==> src/core/rcla_pkg.sv <==
package rcla_pkg;

    // ----------------------------------------------------------------
    // Register map
    // ----------------------------------------------------------------
    localparam int          ADDR_W      = 8;
    localparam logic [7:0]  OFF_CMD     = 8'h00;
    localparam logic [7:0]  OFF_CFG     = 8'h04;
    localparam logic [7:0]  OFF_BITDIV  = 8'h08;
    localparam logic [7:0]  OFF_STATUS  = 8'h0c;

    // Command bits, write one to trigger, read as zero
    localparam int CMD_LEV_POS = 0;
    localparam int CMD_BC_POS  = 1;
    localparam int CMD_SFH_POS = 2;
    localparam int CMD_SFS_POS = 3;

    // Configuration fields
    localparam int          CFG_LEV_POS   = 0;
    localparam int          CFG_BW_POS    = 4;
    localparam logic [1:0]  CFG_LEV_RESET = 2'h0;
    localparam logic [1:0]  CFG_BW_RESET  = 2'h2;

    // ----------------------------------------------------------------
    // Encodings
    // ----------------------------------------------------------------
    localparam logic [1:0] LEV_LOSSY   = 2'h0;
    localparam logic [1:0] LEV_PEAK    = 2'h1;
    localparam logic [1:0] LEV_AVERAGE = 2'h2;
    localparam logic [1:0] LEV_HOLD    = 2'h3;
    localparam logic [2:0] LVL_CLAMP   = 3'h4;
    localparam logic [1:0] BW_WIDE     = 2'h0;
    localparam logic [1:0] BW_MEDIUM   = 2'h1;

    // ----------------------------------------------------------------
    // Timing
    // ----------------------------------------------------------------
    localparam int          REF_CLK_HZ     = 125_000_000;
    localparam int          BIT_RATE_HZ    = 8_000;
    localparam int          BIT_DIV_W      = 16;
    localparam int          BIT_CLKS_RESET = REF_CLK_HZ / BIT_RATE_HZ;
    localparam logic [15:0] BIT_DIV_MIN    = 16'h0002;
    localparam int          BIT_CNT_W      = 6;
    localparam logic [5:0]  LEV_CLAMP_BITS = 6'h01;
    localparam logic [5:0]  LEV_SRCH_BITS  = 6'h1c;
    localparam logic [5:0]  LEV_RESID_BITS = 6'h1e;
    localparam logic [5:0]  BC_SRCH_BITS   = 6'h0e;
    localparam logic [5:0]  BC_WIDE_BITS   = 6'h10;
    localparam logic [5:0]  BC_MED_BITS    = 6'h1e;
    localparam logic [5:0]  CNT_MAX        = 6'h3f;

    // ----------------------------------------------------------------
    // Types
    // ----------------------------------------------------------------
    typedef enum logic [1:0] {LS_RESID, LS_CLAMP, LS_LOSSY} rcla_lev_state_t;
    typedef enum logic [1:0] {BS_RESID, BS_WIDE, BS_MEDIUM} rcla_bc_state_t;

    typedef struct packed {
        logic [1:0] bc_phase;
        logic       bc_search;
        logic [1:0] lev_phase;
        logic       lev_search;
        logic [1:0] loop_bw;
        logic [2:0] level_mode;
    } rcla_status_t;

endpackage

==> src/core/rcla_top.sv <==
// Local design decisions: the register offsets and register access over APB.
`timescale 1ns/1ns
module rcla_top
    import rcla_pkg::*;
#(
    parameter logic [15:0] BIT_CLKS = 16'(BIT_CLKS_RESET)
) (
    // Clock and reset
    input  wire logic              REF_CLK,
    input  wire logic              RESETN,
    // APB slave
    input  wire logic              PSEL,
    input  wire logic              PENABLE,
    input  wire logic              PWRITE,
    input  wire logic [ADDR_W-1:0] PADDR,
    input  wire logic [31:0]       PWDATA,
    input  wire logic [3:0]        PSTRB,
    output logic      [31:0]       PRDATA,
    output logic                   PREADY,
    output logic                   PSLVERR,
    // Receive datapath
    input  wire logic              RX_BIT,
    input  wire logic              FRAME_SYNC_DET,
    // Acquisition outputs
    output logic      [2:0]        LEVEL_MODE,
    output logic      [1:0]        CLOCK_LOOP_BW,
    output logic                   BIT_TICK,
    output logic                   TIMING_UPDATE,
    output logic                   LEVEL_UPDATE
);

    // ----------------------------------------------------------------
    // APB decode
    // ----------------------------------------------------------------
    logic                 setup;
    logic                 access;
    logic                 addr_hit;
    logic                 wr_en;
    logic                 lev_cmd;
    logic                 bc_cmd;
    logic                 task_cmd;
    logic [1:0]           residual_level_mode;
    logic [1:0]           clock_loop_bandwidth;
    logic [BIT_DIV_W-1:0] bit_div;
    logic [1:0]           next_residual_level_mode;
    logic [1:0]           next_clock_loop_bandwidth;
    logic [BIT_DIV_W-1:0] next_bit_div;
    logic [31:0]          next_prdata;
    rcla_status_t         status;

    assign setup    = PSEL && !PENABLE;
    assign access   = PSEL && PENABLE;
    assign addr_hit = (PADDR == OFF_CMD) || (PADDR == OFF_CFG) ||
                      (PADDR == OFF_BITDIV) || (PADDR == OFF_STATUS);
    assign wr_en    = access && PWRITE && addr_hit;
    assign PREADY   = 1'b1;
    assign PSLVERR  = access && !addr_hit;

    // Commands take effect at the access edge of the write
    assign lev_cmd  = wr_en && (PADDR == OFF_CMD) && PSTRB[0] && PWDATA[CMD_LEV_POS];
    assign bc_cmd   = wr_en && (PADDR == OFF_CMD) && PSTRB[0] && PWDATA[CMD_BC_POS];
    assign task_cmd = wr_en && (PADDR == OFF_CMD) && PSTRB[0] &&
                      (PWDATA[CMD_SFH_POS] || PWDATA[CMD_SFS_POS]);

    always_comb begin
        next_residual_level_mode  = residual_level_mode;
        next_clock_loop_bandwidth = clock_loop_bandwidth;
        next_bit_div              = bit_div;
        next_prdata               = PRDATA;
        if (wr_en && (PADDR == OFF_CFG) && PSTRB[0]) begin
            next_residual_level_mode  = PWDATA[CFG_LEV_POS +: 2];
            next_clock_loop_bandwidth = PWDATA[CFG_BW_POS +: 2];
        end
        if (wr_en && (PADDR == OFF_BITDIV)) begin
            if (PSTRB[0]) begin
                next_bit_div[7:0] = PWDATA[7:0];
            end
            if (PSTRB[1]) begin
                next_bit_div[15:8] = PWDATA[15:8];
            end
        end
        // Read data is captured in setup so it can come from a flop
        if (setup && !PWRITE) begin
            next_prdata = 32'h0;
            case (PADDR)
                OFF_CFG: begin
                    next_prdata[CFG_LEV_POS +: 2] = residual_level_mode;
                    next_prdata[CFG_BW_POS +: 2]  = clock_loop_bandwidth;
                end
                OFF_BITDIV: begin
                    next_prdata[BIT_DIV_W-1:0] = bit_div;
                end
                OFF_STATUS: begin
                    next_prdata[$bits(rcla_status_t)-1:0] = status;
                end
                default: begin
                    next_prdata = 32'h0;
                end
            endcase
        end
    end

    always_ff @(posedge REF_CLK or negedge RESETN) begin
        if (!RESETN) begin
            residual_level_mode  <= CFG_LEV_RESET;
            clock_loop_bandwidth <= CFG_BW_RESET;
            bit_div              <= 16'(BIT_CLKS_RESET);
            PRDATA               <= 32'h0;
        end else begin
            residual_level_mode  <= next_residual_level_mode;
            clock_loop_bandwidth <= next_clock_loop_bandwidth;
            bit_div              <= next_bit_div;
            PRDATA               <= next_prdata;
        end
    end

    // ----------------------------------------------------------------
    // Bit period timebase and receive bit watch
    // ----------------------------------------------------------------
    logic [BIT_DIV_W-1:0] div_cnt;
    logic [BIT_DIV_W-1:0] next_div_cnt;
    logic [BIT_DIV_W-1:0] div_eff;
    logic                 tick;
    logic                 rx_meta;
    logic                 rx_sync;
    logic                 rx_prev;
    logic                 bit_last;
    logic                 pair_armed;
    logic                 next_bit_last;
    logic                 next_pair_armed;
    logic                 next_level_update;

    // Tiny divisors would make a tick every cycle and break pair checks
    assign div_eff = (bit_div < BIT_DIV_MIN) ? BIT_DIV_MIN : bit_div;
    assign tick    = (div_cnt >= div_eff - 16'h0001);

    always_comb begin
        next_div_cnt      = tick ? 16'h0000 : div_cnt + 16'h0001;
        next_bit_last     = bit_last;
        next_pair_armed   = pair_armed;
        next_level_update = 1'b0;
        if (tick) begin
            next_bit_last = rx_sync;
            // Each equal pair is used once; long runs update only every pair
            if (pair_armed && (rx_sync == bit_last)) begin
                next_level_update = 1'b1;
                next_pair_armed   = 1'b0;
            end else begin
                next_pair_armed = 1'b1;
            end
        end
    end

    always_ff @(posedge REF_CLK or negedge RESETN) begin
        if (!RESETN) begin
            div_cnt       <= 16'h0000;
            rx_meta       <= 1'b0;
            rx_sync       <= 1'b0;
            rx_prev       <= 1'b0;
            bit_last      <= 1'b0;
            pair_armed    <= 1'b0;
            BIT_TICK      <= 1'b0;
            TIMING_UPDATE <= 1'b0;
            LEVEL_UPDATE  <= 1'b0;
        end else begin
            div_cnt       <= next_div_cnt;
            rx_meta       <= RX_BIT;
            rx_sync       <= rx_meta;
            rx_prev       <= rx_sync;
            bit_last      <= next_bit_last;
            pair_armed    <= next_pair_armed;
            BIT_TICK      <= tick;
            TIMING_UPDATE <= (rx_sync != rx_prev);
            LEVEL_UPDATE  <= next_level_update;
        end
    end

    // ----------------------------------------------------------------
    // Level acquisition sequencer
    // ----------------------------------------------------------------
    rcla_lev_state_t      lev_state;
    rcla_lev_state_t      next_lev_state;
    logic [BIT_CNT_W-1:0] lev_cnt;
    logic [BIT_CNT_W-1:0] next_lev_cnt;
    logic [BIT_CNT_W-1:0] lev_inc;
    logic                 lev_search;
    logic                 next_lev_search;
    logic [2:0]           next_level_mode;

    // Saturates so a long search cannot wrap into a false window
    assign lev_inc = (lev_cnt == CNT_MAX) ? lev_cnt : lev_cnt + 6'h01;

    always_comb begin
        next_lev_state  = lev_state;
        next_lev_cnt    = lev_cnt;
        next_lev_search = lev_search;
        if (lev_cmd) begin
            next_lev_state  = LS_CLAMP;
            next_lev_cnt    = 6'h00;
            next_lev_search = task_cmd;
        end else begin
            if (task_cmd && (lev_state != LS_RESID) && (lev_cnt <= LEV_SRCH_BITS)) begin
                next_lev_search = 1'b1;
            end
            if (tick) begin
                next_lev_cnt = lev_inc;
            end
            case (lev_state)
                LS_CLAMP: begin
                    if (tick && (lev_inc >= LEV_CLAMP_BITS)) begin
                        next_lev_state = LS_LOSSY;
                    end
                end
                LS_LOSSY: begin
                    if (next_lev_search) begin
                        if (FRAME_SYNC_DET) begin
                            next_lev_state = LS_RESID;
                        end
                    end else if (tick && (lev_inc >= LEV_RESID_BITS)) begin
                        next_lev_state = LS_RESID;
                    end
                end
                default: begin
                    next_lev_search = 1'b0;
                end
            endcase
        end
        case (next_lev_state)
            LS_CLAMP: next_level_mode = LVL_CLAMP;
            LS_LOSSY: next_level_mode = {1'b0, LEV_LOSSY};
            default:  next_level_mode = {1'b0, next_residual_level_mode};
        endcase
    end

    always_ff @(posedge REF_CLK or negedge RESETN) begin
        if (!RESETN) begin
            lev_state  <= LS_RESID;
            lev_cnt    <= 6'h00;
            lev_search <= 1'b0;
            LEVEL_MODE <= {1'b0, CFG_LEV_RESET};
        end else begin
            lev_state  <= next_lev_state;
            lev_cnt    <= next_lev_cnt;
            lev_search <= next_lev_search;
            LEVEL_MODE <= next_level_mode;
        end
    end

    // ----------------------------------------------------------------
    // Bit clock acquisition sequencer
    // ----------------------------------------------------------------
    rcla_bc_state_t       bc_state;
    rcla_bc_state_t       next_bc_state;
    logic [BIT_CNT_W-1:0] bc_cnt;
    logic [BIT_CNT_W-1:0] next_bc_cnt;
    logic [BIT_CNT_W-1:0] bc_inc;
    logic                 bc_search;
    logic                 next_bc_search;
    logic [1:0]           next_loop_bw;

    assign bc_inc = (bc_cnt == CNT_MAX) ? bc_cnt : bc_cnt + 6'h01;

    always_comb begin
        next_bc_state  = bc_state;
        next_bc_cnt    = bc_cnt;
        next_bc_search = bc_search;
        if (bc_cmd) begin
            next_bc_state  = BS_WIDE;
            next_bc_cnt    = 6'h00;
            next_bc_search = task_cmd;
        end else begin
            if (tick) begin
                next_bc_cnt = bc_inc;
            end
            case (bc_state)
                BS_WIDE: begin
                    if (task_cmd && (bc_cnt <= BC_SRCH_BITS)) begin
                        next_bc_search = 1'b1;
                    end
                    if (next_bc_search) begin
                        if (FRAME_SYNC_DET) begin
                            next_bc_state  = BS_MEDIUM;
                            next_bc_cnt    = 6'h00;
                            next_bc_search = 1'b0;
                        end
                    end else if (tick && (bc_inc >= BC_WIDE_BITS)) begin
                        next_bc_state = BS_MEDIUM;
                        next_bc_cnt   = 6'h00;
                    end
                end
                BS_MEDIUM: begin
                    if (tick && (bc_inc >= BC_MED_BITS)) begin
                        next_bc_state = BS_RESID;
                    end
                end
                default: begin
                    next_bc_search = 1'b0;
                end
            endcase
        end
        case (next_bc_state)
            BS_WIDE:   next_loop_bw = BW_WIDE;
            BS_MEDIUM: next_loop_bw = BW_MEDIUM;
            default:   next_loop_bw = next_clock_loop_bandwidth;
        endcase
    end

    always_ff @(posedge REF_CLK or negedge RESETN) begin
        if (!RESETN) begin
            bc_state      <= BS_RESID;
            bc_cnt        <= 6'h00;
            bc_search     <= 1'b0;
            CLOCK_LOOP_BW <= CFG_BW_RESET;
        end else begin
            bc_state      <= next_bc_state;
            bc_cnt        <= next_bc_cnt;
            bc_search     <= next_bc_search;
            CLOCK_LOOP_BW <= next_loop_bw;
        end
    end

    // ----------------------------------------------------------------
    // Status view
    // ----------------------------------------------------------------
    always_comb begin
        status.bc_phase   = bc_state;
        status.bc_search  = bc_search;
        status.lev_phase  = lev_state;
        status.lev_search = lev_search;
        status.loop_bw    = CLOCK_LOOP_BW;
        status.level_mode = LEVEL_MODE;
    end

endmodule

==> config.mk <==
export PLATFORM = sky130hd
export DESIGN_NAME = rcla_top
export DESIGN_NICKNAME = d
export VERILOG_FILES = /design/src/core/rcla_pkg.sv /design/src/core/rcla_top.sv
export SDC_FILE = /design/constraint.sdc
export NUM_CORES = 1
export LEC_CHECK = 0
export BUFFER_PORTS_ARGS = -buffer_cell sky130_fd_sc_hd__buf_2
export CAP_MARGIN = 30
export CORE_MARGIN = 4
export CORE_UTILIZATION = 55
export DETAILED_ROUTE_END_ITERATION = 6
export PLACE_DENSITY = 0.79
export SLEW_MARGIN = 20
export SYNTH_ARGS = -nofsm -noshare
export SYNTH_HDL_FRONTEND = slang
export SYNTH_SLANG_ARGS = --single-unit
==> constraint.sdc <==
create_clock -name REF_CLK -period 12.05 [get_ports REF_CLK]
set_input_delay 1.205 -clock REF_CLK [delete_from_list [all_inputs] [get_ports REF_CLK]]
set_output_delay 1.205 -clock REF_CLK [all_outputs]
set_load 0.02 [all_outputs]
# Word-level counts from Yosys, hierarchy flattened
# Index checks and enable logic that the tools add are counted.
dict set report word_totals {
  regBits 83
  inputBits 51
  elab_cells 132
}
dict set report op_classes {
  n_addsub 4
  n_lt_le_gt_ge 8
  n_eq_ne 16
  n_mux 47
  reduce_logical 35
}
# cell count
set op_table {}
lappend op_table {{two-way mux 6 bit} 10}
lappend op_table {{two-way mux 16 bit} 2}
lappend op_table {{two-way mux 2 bit} 12}
lappend op_table {{logical AND 1 bit} 22}
lappend op_table {{>= comparator 6 x 5 -> 1 bit (second input constant)} 3}
lappend op_table {{adder 16 x 1 -> 16 bit (second input constant)} 1}
lappend op_table {{equality test 8 x 4 -> 1 bit (second input constant)} 2}
lappend op_table {{>= comparator 16 bit} 1}
lappend op_table {{less-than comparator 16 x 2 -> 1 bit (second input constant)} 1}
lappend op_table {{one-hot mux 2 bit (2 select lines)} 4}
lappend op_table {{subtractor 16 x 1 -> 16 bit (second input constant)} 1}
lappend op_table {{two-way mux 1 bit} 13}
lappend op_table {{adder 6 x 1 -> 6 bit (second input constant)} 2}
lappend op_table {{equality test 6 bit (second input constant)} 2}
lappend op_table {{one-hot mux 2 bit (3 select lines)} 2}
lappend op_table {{one-hot mux 5 bit (2 select lines)} 1}
lappend op_table {{equality test 2 x 1 -> 1 bit (second input constant)} 4}
lappend op_table {{equality test 2 bit (second input constant)} 4}
lappend op_table {{equality test 8 x 3 -> 1 bit (second input constant)} 1}
lappend op_table {{zero test 8 bit} 1}
lappend op_table {{>= comparator 6 x 1 -> 1 bit (second input constant)} 1}
lappend op_table {{less-or-equal comparator 6 x 4 -> 1 bit (second input constant)} 1}
lappend op_table {{less-or-equal comparator 6 x 5 -> 1 bit (second input constant)} 1}
lappend op_table {{one-hot mux 3 bit (2 select lines)} 1}
lappend op_table {{10 further kinds} 17}

# Longest topological paths before layout
dict set report depth {
  depth_word 17
  ltp_mapped 19
  depth_no_buf 19
}

# Worst setup path before layout
# No wires, ideal clock.
dict set report synth_path {
  kind {reg-to-reg}
  start {register bit_div[9]}
  end {register CLOCK_LOOP_BW[0]}
  setup_time_ns 0.125
  arrival_ns 4.638
  required_ns 11.925
  slack_ns 7.287
  path_stages_with_launch 20
  n_path_buf 0
  period_less_slack_ns 4.763
  path_cell_list {dfrtp_1 or4_1 nor4_1 and3_1 inv_1 o21ai_0 ha_1 nand3_1 nor3_1 xnor2_1 ha_1 o21ai_0 nor2_1 a2111oi_0 o21ai_2 and3b_1 o311ai_2 o31ai_1 ha_1 mux2_2}
}
dict set report synth_between {
  elab_chain_len 11
  word_cells_on_any_way 14
  cone_classes {1 x add/sub; 2 x order compare; 2 x eq/ne; 7 x mux; 2 x reduce/logical}
}
# element line_no
set synth_lines {}
lappend synth_lines {{start: declaration} rcla_top.sv:44} ;# logic [BIT_DIV_W-1:0] bit_div;
lappend synth_lines {{start signal: assignment} rcla_top.sv:107} ;# bit_div <= 16'(BIT_CLKS_RESET);
lappend synth_lines {{start signal: assignment} rcla_top.sv:112} ;# bit_div <= next_bit_div;
lappend synth_lines {{less-than comparator 16 x 2 -> 1 bit} rcla_top.sv:134} ;# assign div_eff = (bit_div < BIT_DIV_MIN) ? BIT_DIV_MIN : bit_div;
lappend synth_lines {{two-way mux 16 bit (*)} rcla_top.sv:134}
lappend synth_lines {{subtractor 16 x 1 -> 16 bit (*)} rcla_top.sv:135} ;# assign tick = (div_cnt >= div_eff - 16'h0001);
lappend synth_lines {{>= comparator 16 bit (*)} rcla_top.sv:135}
lappend synth_lines {{logical AND 1 bit} rcla_top.sv:286} ;# end else if (tick && (bc_inc >= BC_WIDE_BITS)) begin
lappend synth_lines {{two-way mux 2 bit} rcla_top.sv:286}
lappend synth_lines {{two-way mux 2 bit} rcla_top.sv:280} ;# if (next_bc_search) begin
lappend synth_lines {{one-hot mux 2 bit (2 select lines) (*)} rcla_top.sv:275} ;# case (bc_state)
lappend synth_lines {{two-way mux 2 bit (*)} rcla_top.sv:267} ;# if (bc_cmd) begin
lappend synth_lines {{named net next_bc_state[1]} rcla_top.sv:253} ;# rcla_bc_state_t next_bc_state;
lappend synth_lines {{equality test 2 bit / equality test 2 x 1 -> 1 bit (equally long branches)} rcla_top.sv:301} ;# case (next_bc_state)
lappend synth_lines {{one-hot mux 2 bit (2 select lines) (*)} rcla_top.sv:301}
lappend synth_lines {{named net next_loop_bw[0]} rcla_top.sv:259} ;# logic [1:0] next_loop_bw;
lappend synth_lines {{end signal: assignment} rcla_top.sv:318} ;# CLOCK_LOOP_BW <= next_loop_bw;
lappend synth_lines {{end: declaration} rcla_top.sv:26} ;# output logic [1:0] CLOCK_LOOP_BW,
# The timed path passes the listed nets; every way through them passes the cells marked *.
# A chain may end at the register's enable or synchronous reset.

# Worst setup path in the final report
# Same ends and word-level chain as after synthesis.

==> out/metrics.cfg <==
[global_routing]
number_of_global_route_vias_before_repair=3638
grt_antenna_before_repair=0
global_route.overflow_total=0
grt_usage_pct=19.43
grt_start_max_net_pins=52
grt_first_pass_wirelength_um=16310

[clocking]
clk_path_buf_depth=2
clock-sinks=83
clkSlewWorstSetupHoldPaths_ns=0.09
cts_tree=built
post_cts_setup_buffer_count=0
postCtsHoldBufs=0
cts_resized=0
clk_root_buffer_cell=sky130_fd_sc_hd__clkbuf_8
cts_inserted_buffers=9
clock_latency_ns=0.35
cts-htree-levels=3

[power]
power.ir.vdd_worst_mv=0.1212
total_power_uw=813.9
p_sw_uw=297.6
sw_frac_of_total_pct=36.57
powerDensity_mw_per_mm2=152.0
p_leak_nw=2.600
clock_power_share_pct=24.6
internal_power_uw=516.2
p_seq_share_pct=44.5
share_comb_of_total_power_pct=30.8

[timing]
report.final.setup_viol=0
grt_setup_unrepaired=no
maxClockFrequency_ghz=0.1772
fin_crit_sh_pct=46.84
whs_ns=0.3529
tightestPinTransition_ns=0.5544
timing.final.max_slew_violations=0
clock-skew-final_ns=0.01428
tns_ns=0
min_period_ns=5.645
final-hold-violation-count=0
slew_headroom_pct=62.70

[synth]
ys_types=66
ys.warnings.count=0
synthCells=489
synth_area_leader_cell=sky130_fd_sc_hd__dfrtp_1
post_syn_area_per_cell_um2=9.928
synth_top_cell_area_share_pct=38.14
synthTopCellsByArea=sky130_fd_sc_hd__dfrtp_1 (38%), sky130_fd_sc_hd__ha_1 (8.0%), sky130_fd_sc_hd__nor2_1 (4.9%), sky130_fd_sc_hd__dfstp_2 (4.9%), sky130_fd_sc_hd__mux2_1 (3.7%)
edff_count_synth=0
ys_dominant_reg_cell=sky130_fd_sc_hd__dfrtp_1
synth_async_sr_flop_share_pct=100.0
ys_seq_elements=83
synth.yosys.seq_area_share_pct=43.02
synthMostInstantiatedCell=sky130_fd_sc_hd__dfrtp_1
mappedNetlistArea_mm2=0.004855
synth_commonest_cells=sky130_fd_sc_hd__dfrtp_1 (74), sky130_fd_sc_hd__nor2_1 (64), sky130_fd_sc_hd__nand2_1 (45)

[routing]
route.vias.total=3699
avgViaCountPerCell=5.647
drt-initial-drc-count=120
drt.antenna.violating_nets=0
route.detailed.wl_per_inst_um=15.01
drtPass1Iterations=4
wl_um=9833
remaining_drc_errors=0

[critical_path]
cp.arrival_ns=5.89
worstSetupPathType=reg -> reg
critical-path-max-stage-delay_ns=0.61
cp_data_required_time_ns=12.29
crit_path_end=CLOCK_LOOP_BW[0]
first_element_of_the_critical_path=bit_div[9]
rr_endpoint=CLOCK_LOOP_BW[0]
critical_path_cell_count=20
critical_path_peak_fanout=37
crit_buf_inv=2
kind_of_end_point_of_the_critical_path=register
worst_path_max_delay_cell=sky130_fd_sc_hd__or4_1
ff2ff_path_depth=20
rr_startpoint=bit_div[9]
cp_common_cell=sky130_fd_sc_hd__ha_1
cp_cell_sequence=or4_1 > nor4_1 > and3_1 > inv_1 > o21ai_0 > ha_1 > nand3_1 > nor4_1 > xnor2_1 > ha_1 > a211oi_1 > nor2_1 > a2111oi_0 > o21ai_2 > buf_4 > and3b_1 > o311ai_2 > o31ai_1 > ha_1 > mux2_2
ff2ff_setup_slack_ns=6.41
critical-path-top-delay-family=simple AND/OR/NAND/NOR gates
worstSetupStartpointType=register

[die]
chipHeight_um=102.0
start_util_pct=56.22
die-area_mm2=0.01039
top_level_ports=93
core_area_mm2=0.008636
chipWidth_um=102.0
core.rowCount=34

[placement]
gp_routability_congestion=0.8691
dp.final_hpwl_um=7496
numPortBuffers=57

[layout]
areaGrowthSynthToFinish_pct=10.28
layout-drive-gt1-share_pct=20.48
nFillCells=698
antenna-diode-count=0
design.final.nets=624

[status]
status=finished, final reports clean

[min_path]
class_of_the_tightest_hold_or_removal_check=reg -> reg

[job]
timing.max_cap.violations=0

==> state kept, by name, summed over array words and instances, names as in the netlist <==
signal / cells
LEVEL_UPDATE: 1
lev_search: 1
BIT_TICK: 1
CLOCK_LOOP_BW: 2
pair_armed: 1
bc_search: 1
bit_div: 16
residual_level_mode: 2
rx_sync: 1
bc_state: 2
rx_meta: 1
rx_prev: 1
PRDATA: 16
LEVEL_MODE: 3
div_cnt: 16
TIMING_UPDATE: 1
lev_cnt: 6
bc_cnt: 6
lev_state: 2
bit_last: 1
clock_loop_bandwidth: 2
==> worst reg2reg max path, delay by kind of cell, from the launching register on <==
family                   cells  cell delay [ns]
AND/OR/NAND/NOR              7             2.06
AO/OA/AOI/OAI                6             1.40
adder cells (fa/ha/maj)      3             0.82
buffers and inverters        2             0.32
flip-flops                   1             0.46
XOR/XNOR                     1             0.15
multiplexers                 1             0.34
==> layout by cell type (no fill, tap or decap), types with 3 or more instances in the layout <==
master	count
sky130_fd_sc_hd__a22oi_1	4
sky130_fd_sc_hd__a21oi_1	11
sky130_fd_sc_hd__nor3_1	11
sky130_fd_sc_hd__o21ai_0	11
sky130_fd_sc_hd__a31oi_1	3
sky130_fd_sc_hd__nand3_1	22
sky130_fd_sc_hd__and3_1	10
sky130_fd_sc_hd__o21a_1	3
sky130_fd_sc_hd__xor2_1	17
sky130_fd_sc_hd__buf_2	56
sky130_fd_sc_hd__dfrtp_1	74
sky130_fd_sc_hd__a211oi_1	5
sky130_fd_sc_hd__a221oi_1	8
sky130_fd_sc_hd__mux2_1	16
sky130_fd_sc_hd__inv_1	15
sky130_fd_sc_hd__clkbuf_8	9
sky130_fd_sc_hd__dfstp_2	9
sky130_fd_sc_hd__mux2i_1	4
sky130_fd_sc_hd__and2_1	7
sky130_fd_sc_hd__nand2_1	45
sky130_fd_sc_hd__xnor2_1	17
sky130_fd_sc_hd__nor4_1	6
sky130_fd_sc_hd__nor2_1	64
sky130_fd_sc_hd__conb_1	17
sky130_fd_sc_hd__nand4_1	6
sky130_fd_sc_hd__mux2_2	10
sky130_fd_sc_hd__ha_1	31
==> power by group through the flow <==
stage               registers, mW  logic (mW)  clock network [mW]
global placement            0.366       0.241                   0
floorplan                   0.354       0.207                   0
global route                0.370       0.287               0.216
CTS                         0.361       0.253               0.205
detailed placement          0.367       0.251                   0
finish                      0.362       0.251               0.201
==> layout make-up <==
type	instances	area, µm²	share of cell area, %
multi-input combinational	374	2557	47.77
sequential	83	2088	39.00
timing repair buffer	59	322.8	6.029
tap	108	135.1	2.524
clock buffer	11	131.4	2.454
clock inverter	5	62.56	1.168
inverter	15	56.30	1.052
==> metrics by stage <==
step	worst slack, ns	instance area, µm²	instances	utilization, %
after floorplan	7.287	4911	504	-
after global placement	6.620	5132	638	59.43
after detailed placement	6.430	5160	639	59.75
after CTS	6.408	5354	655	62.00
after global routing	5.937	5354	655	62.00
final	6.405	5354	655	62.00
==> cell families (layout without fill, tap and decap cells) <==
logic type / Yosys count / after routing / synth area share, %
AOI/OAI and AO/OA: 65 / 65 / 9.872
other: 2 / 17 / 0.1547
and+or+nand+nor: 196 / 196 / 20.21
adders and majority gates: 31 / 31 / 7.990
DFF: 83 / 83 / 43.02
xor gates and xnor gates: 34 / 34 / 6.134
buffers and inverters: 47 / 90 / 5.464
muxes: 31 / 31 / 7.165
==> routing by layer <==
layer  track usage (%)  vias up  part of all wire [%]
li1                  -     1805                     -
met5                 0        -                     0
met3             2.935       22                   4.9
met2             34.15       88                    50
met4             7.265        0                   1.9
met1             24.23     1784                    43
==> worst min path at each step <==
stage	startpoint	end	slack [ns]	depth (start not counted)
final	rx_meta	rx_sync	0.35	0
after detailed placement	rx_meta	rx_sync	0.34	0
after CTS	rx_meta	rx_sync	0.36	0
after global routing	rx_meta	rx_sync	0.38	0
after global placement	rx_meta	rx_sync	0.33	0
after floorplan	rx_meta	rx_sync	0.33	0
Power figures use the tool's default switching activity.
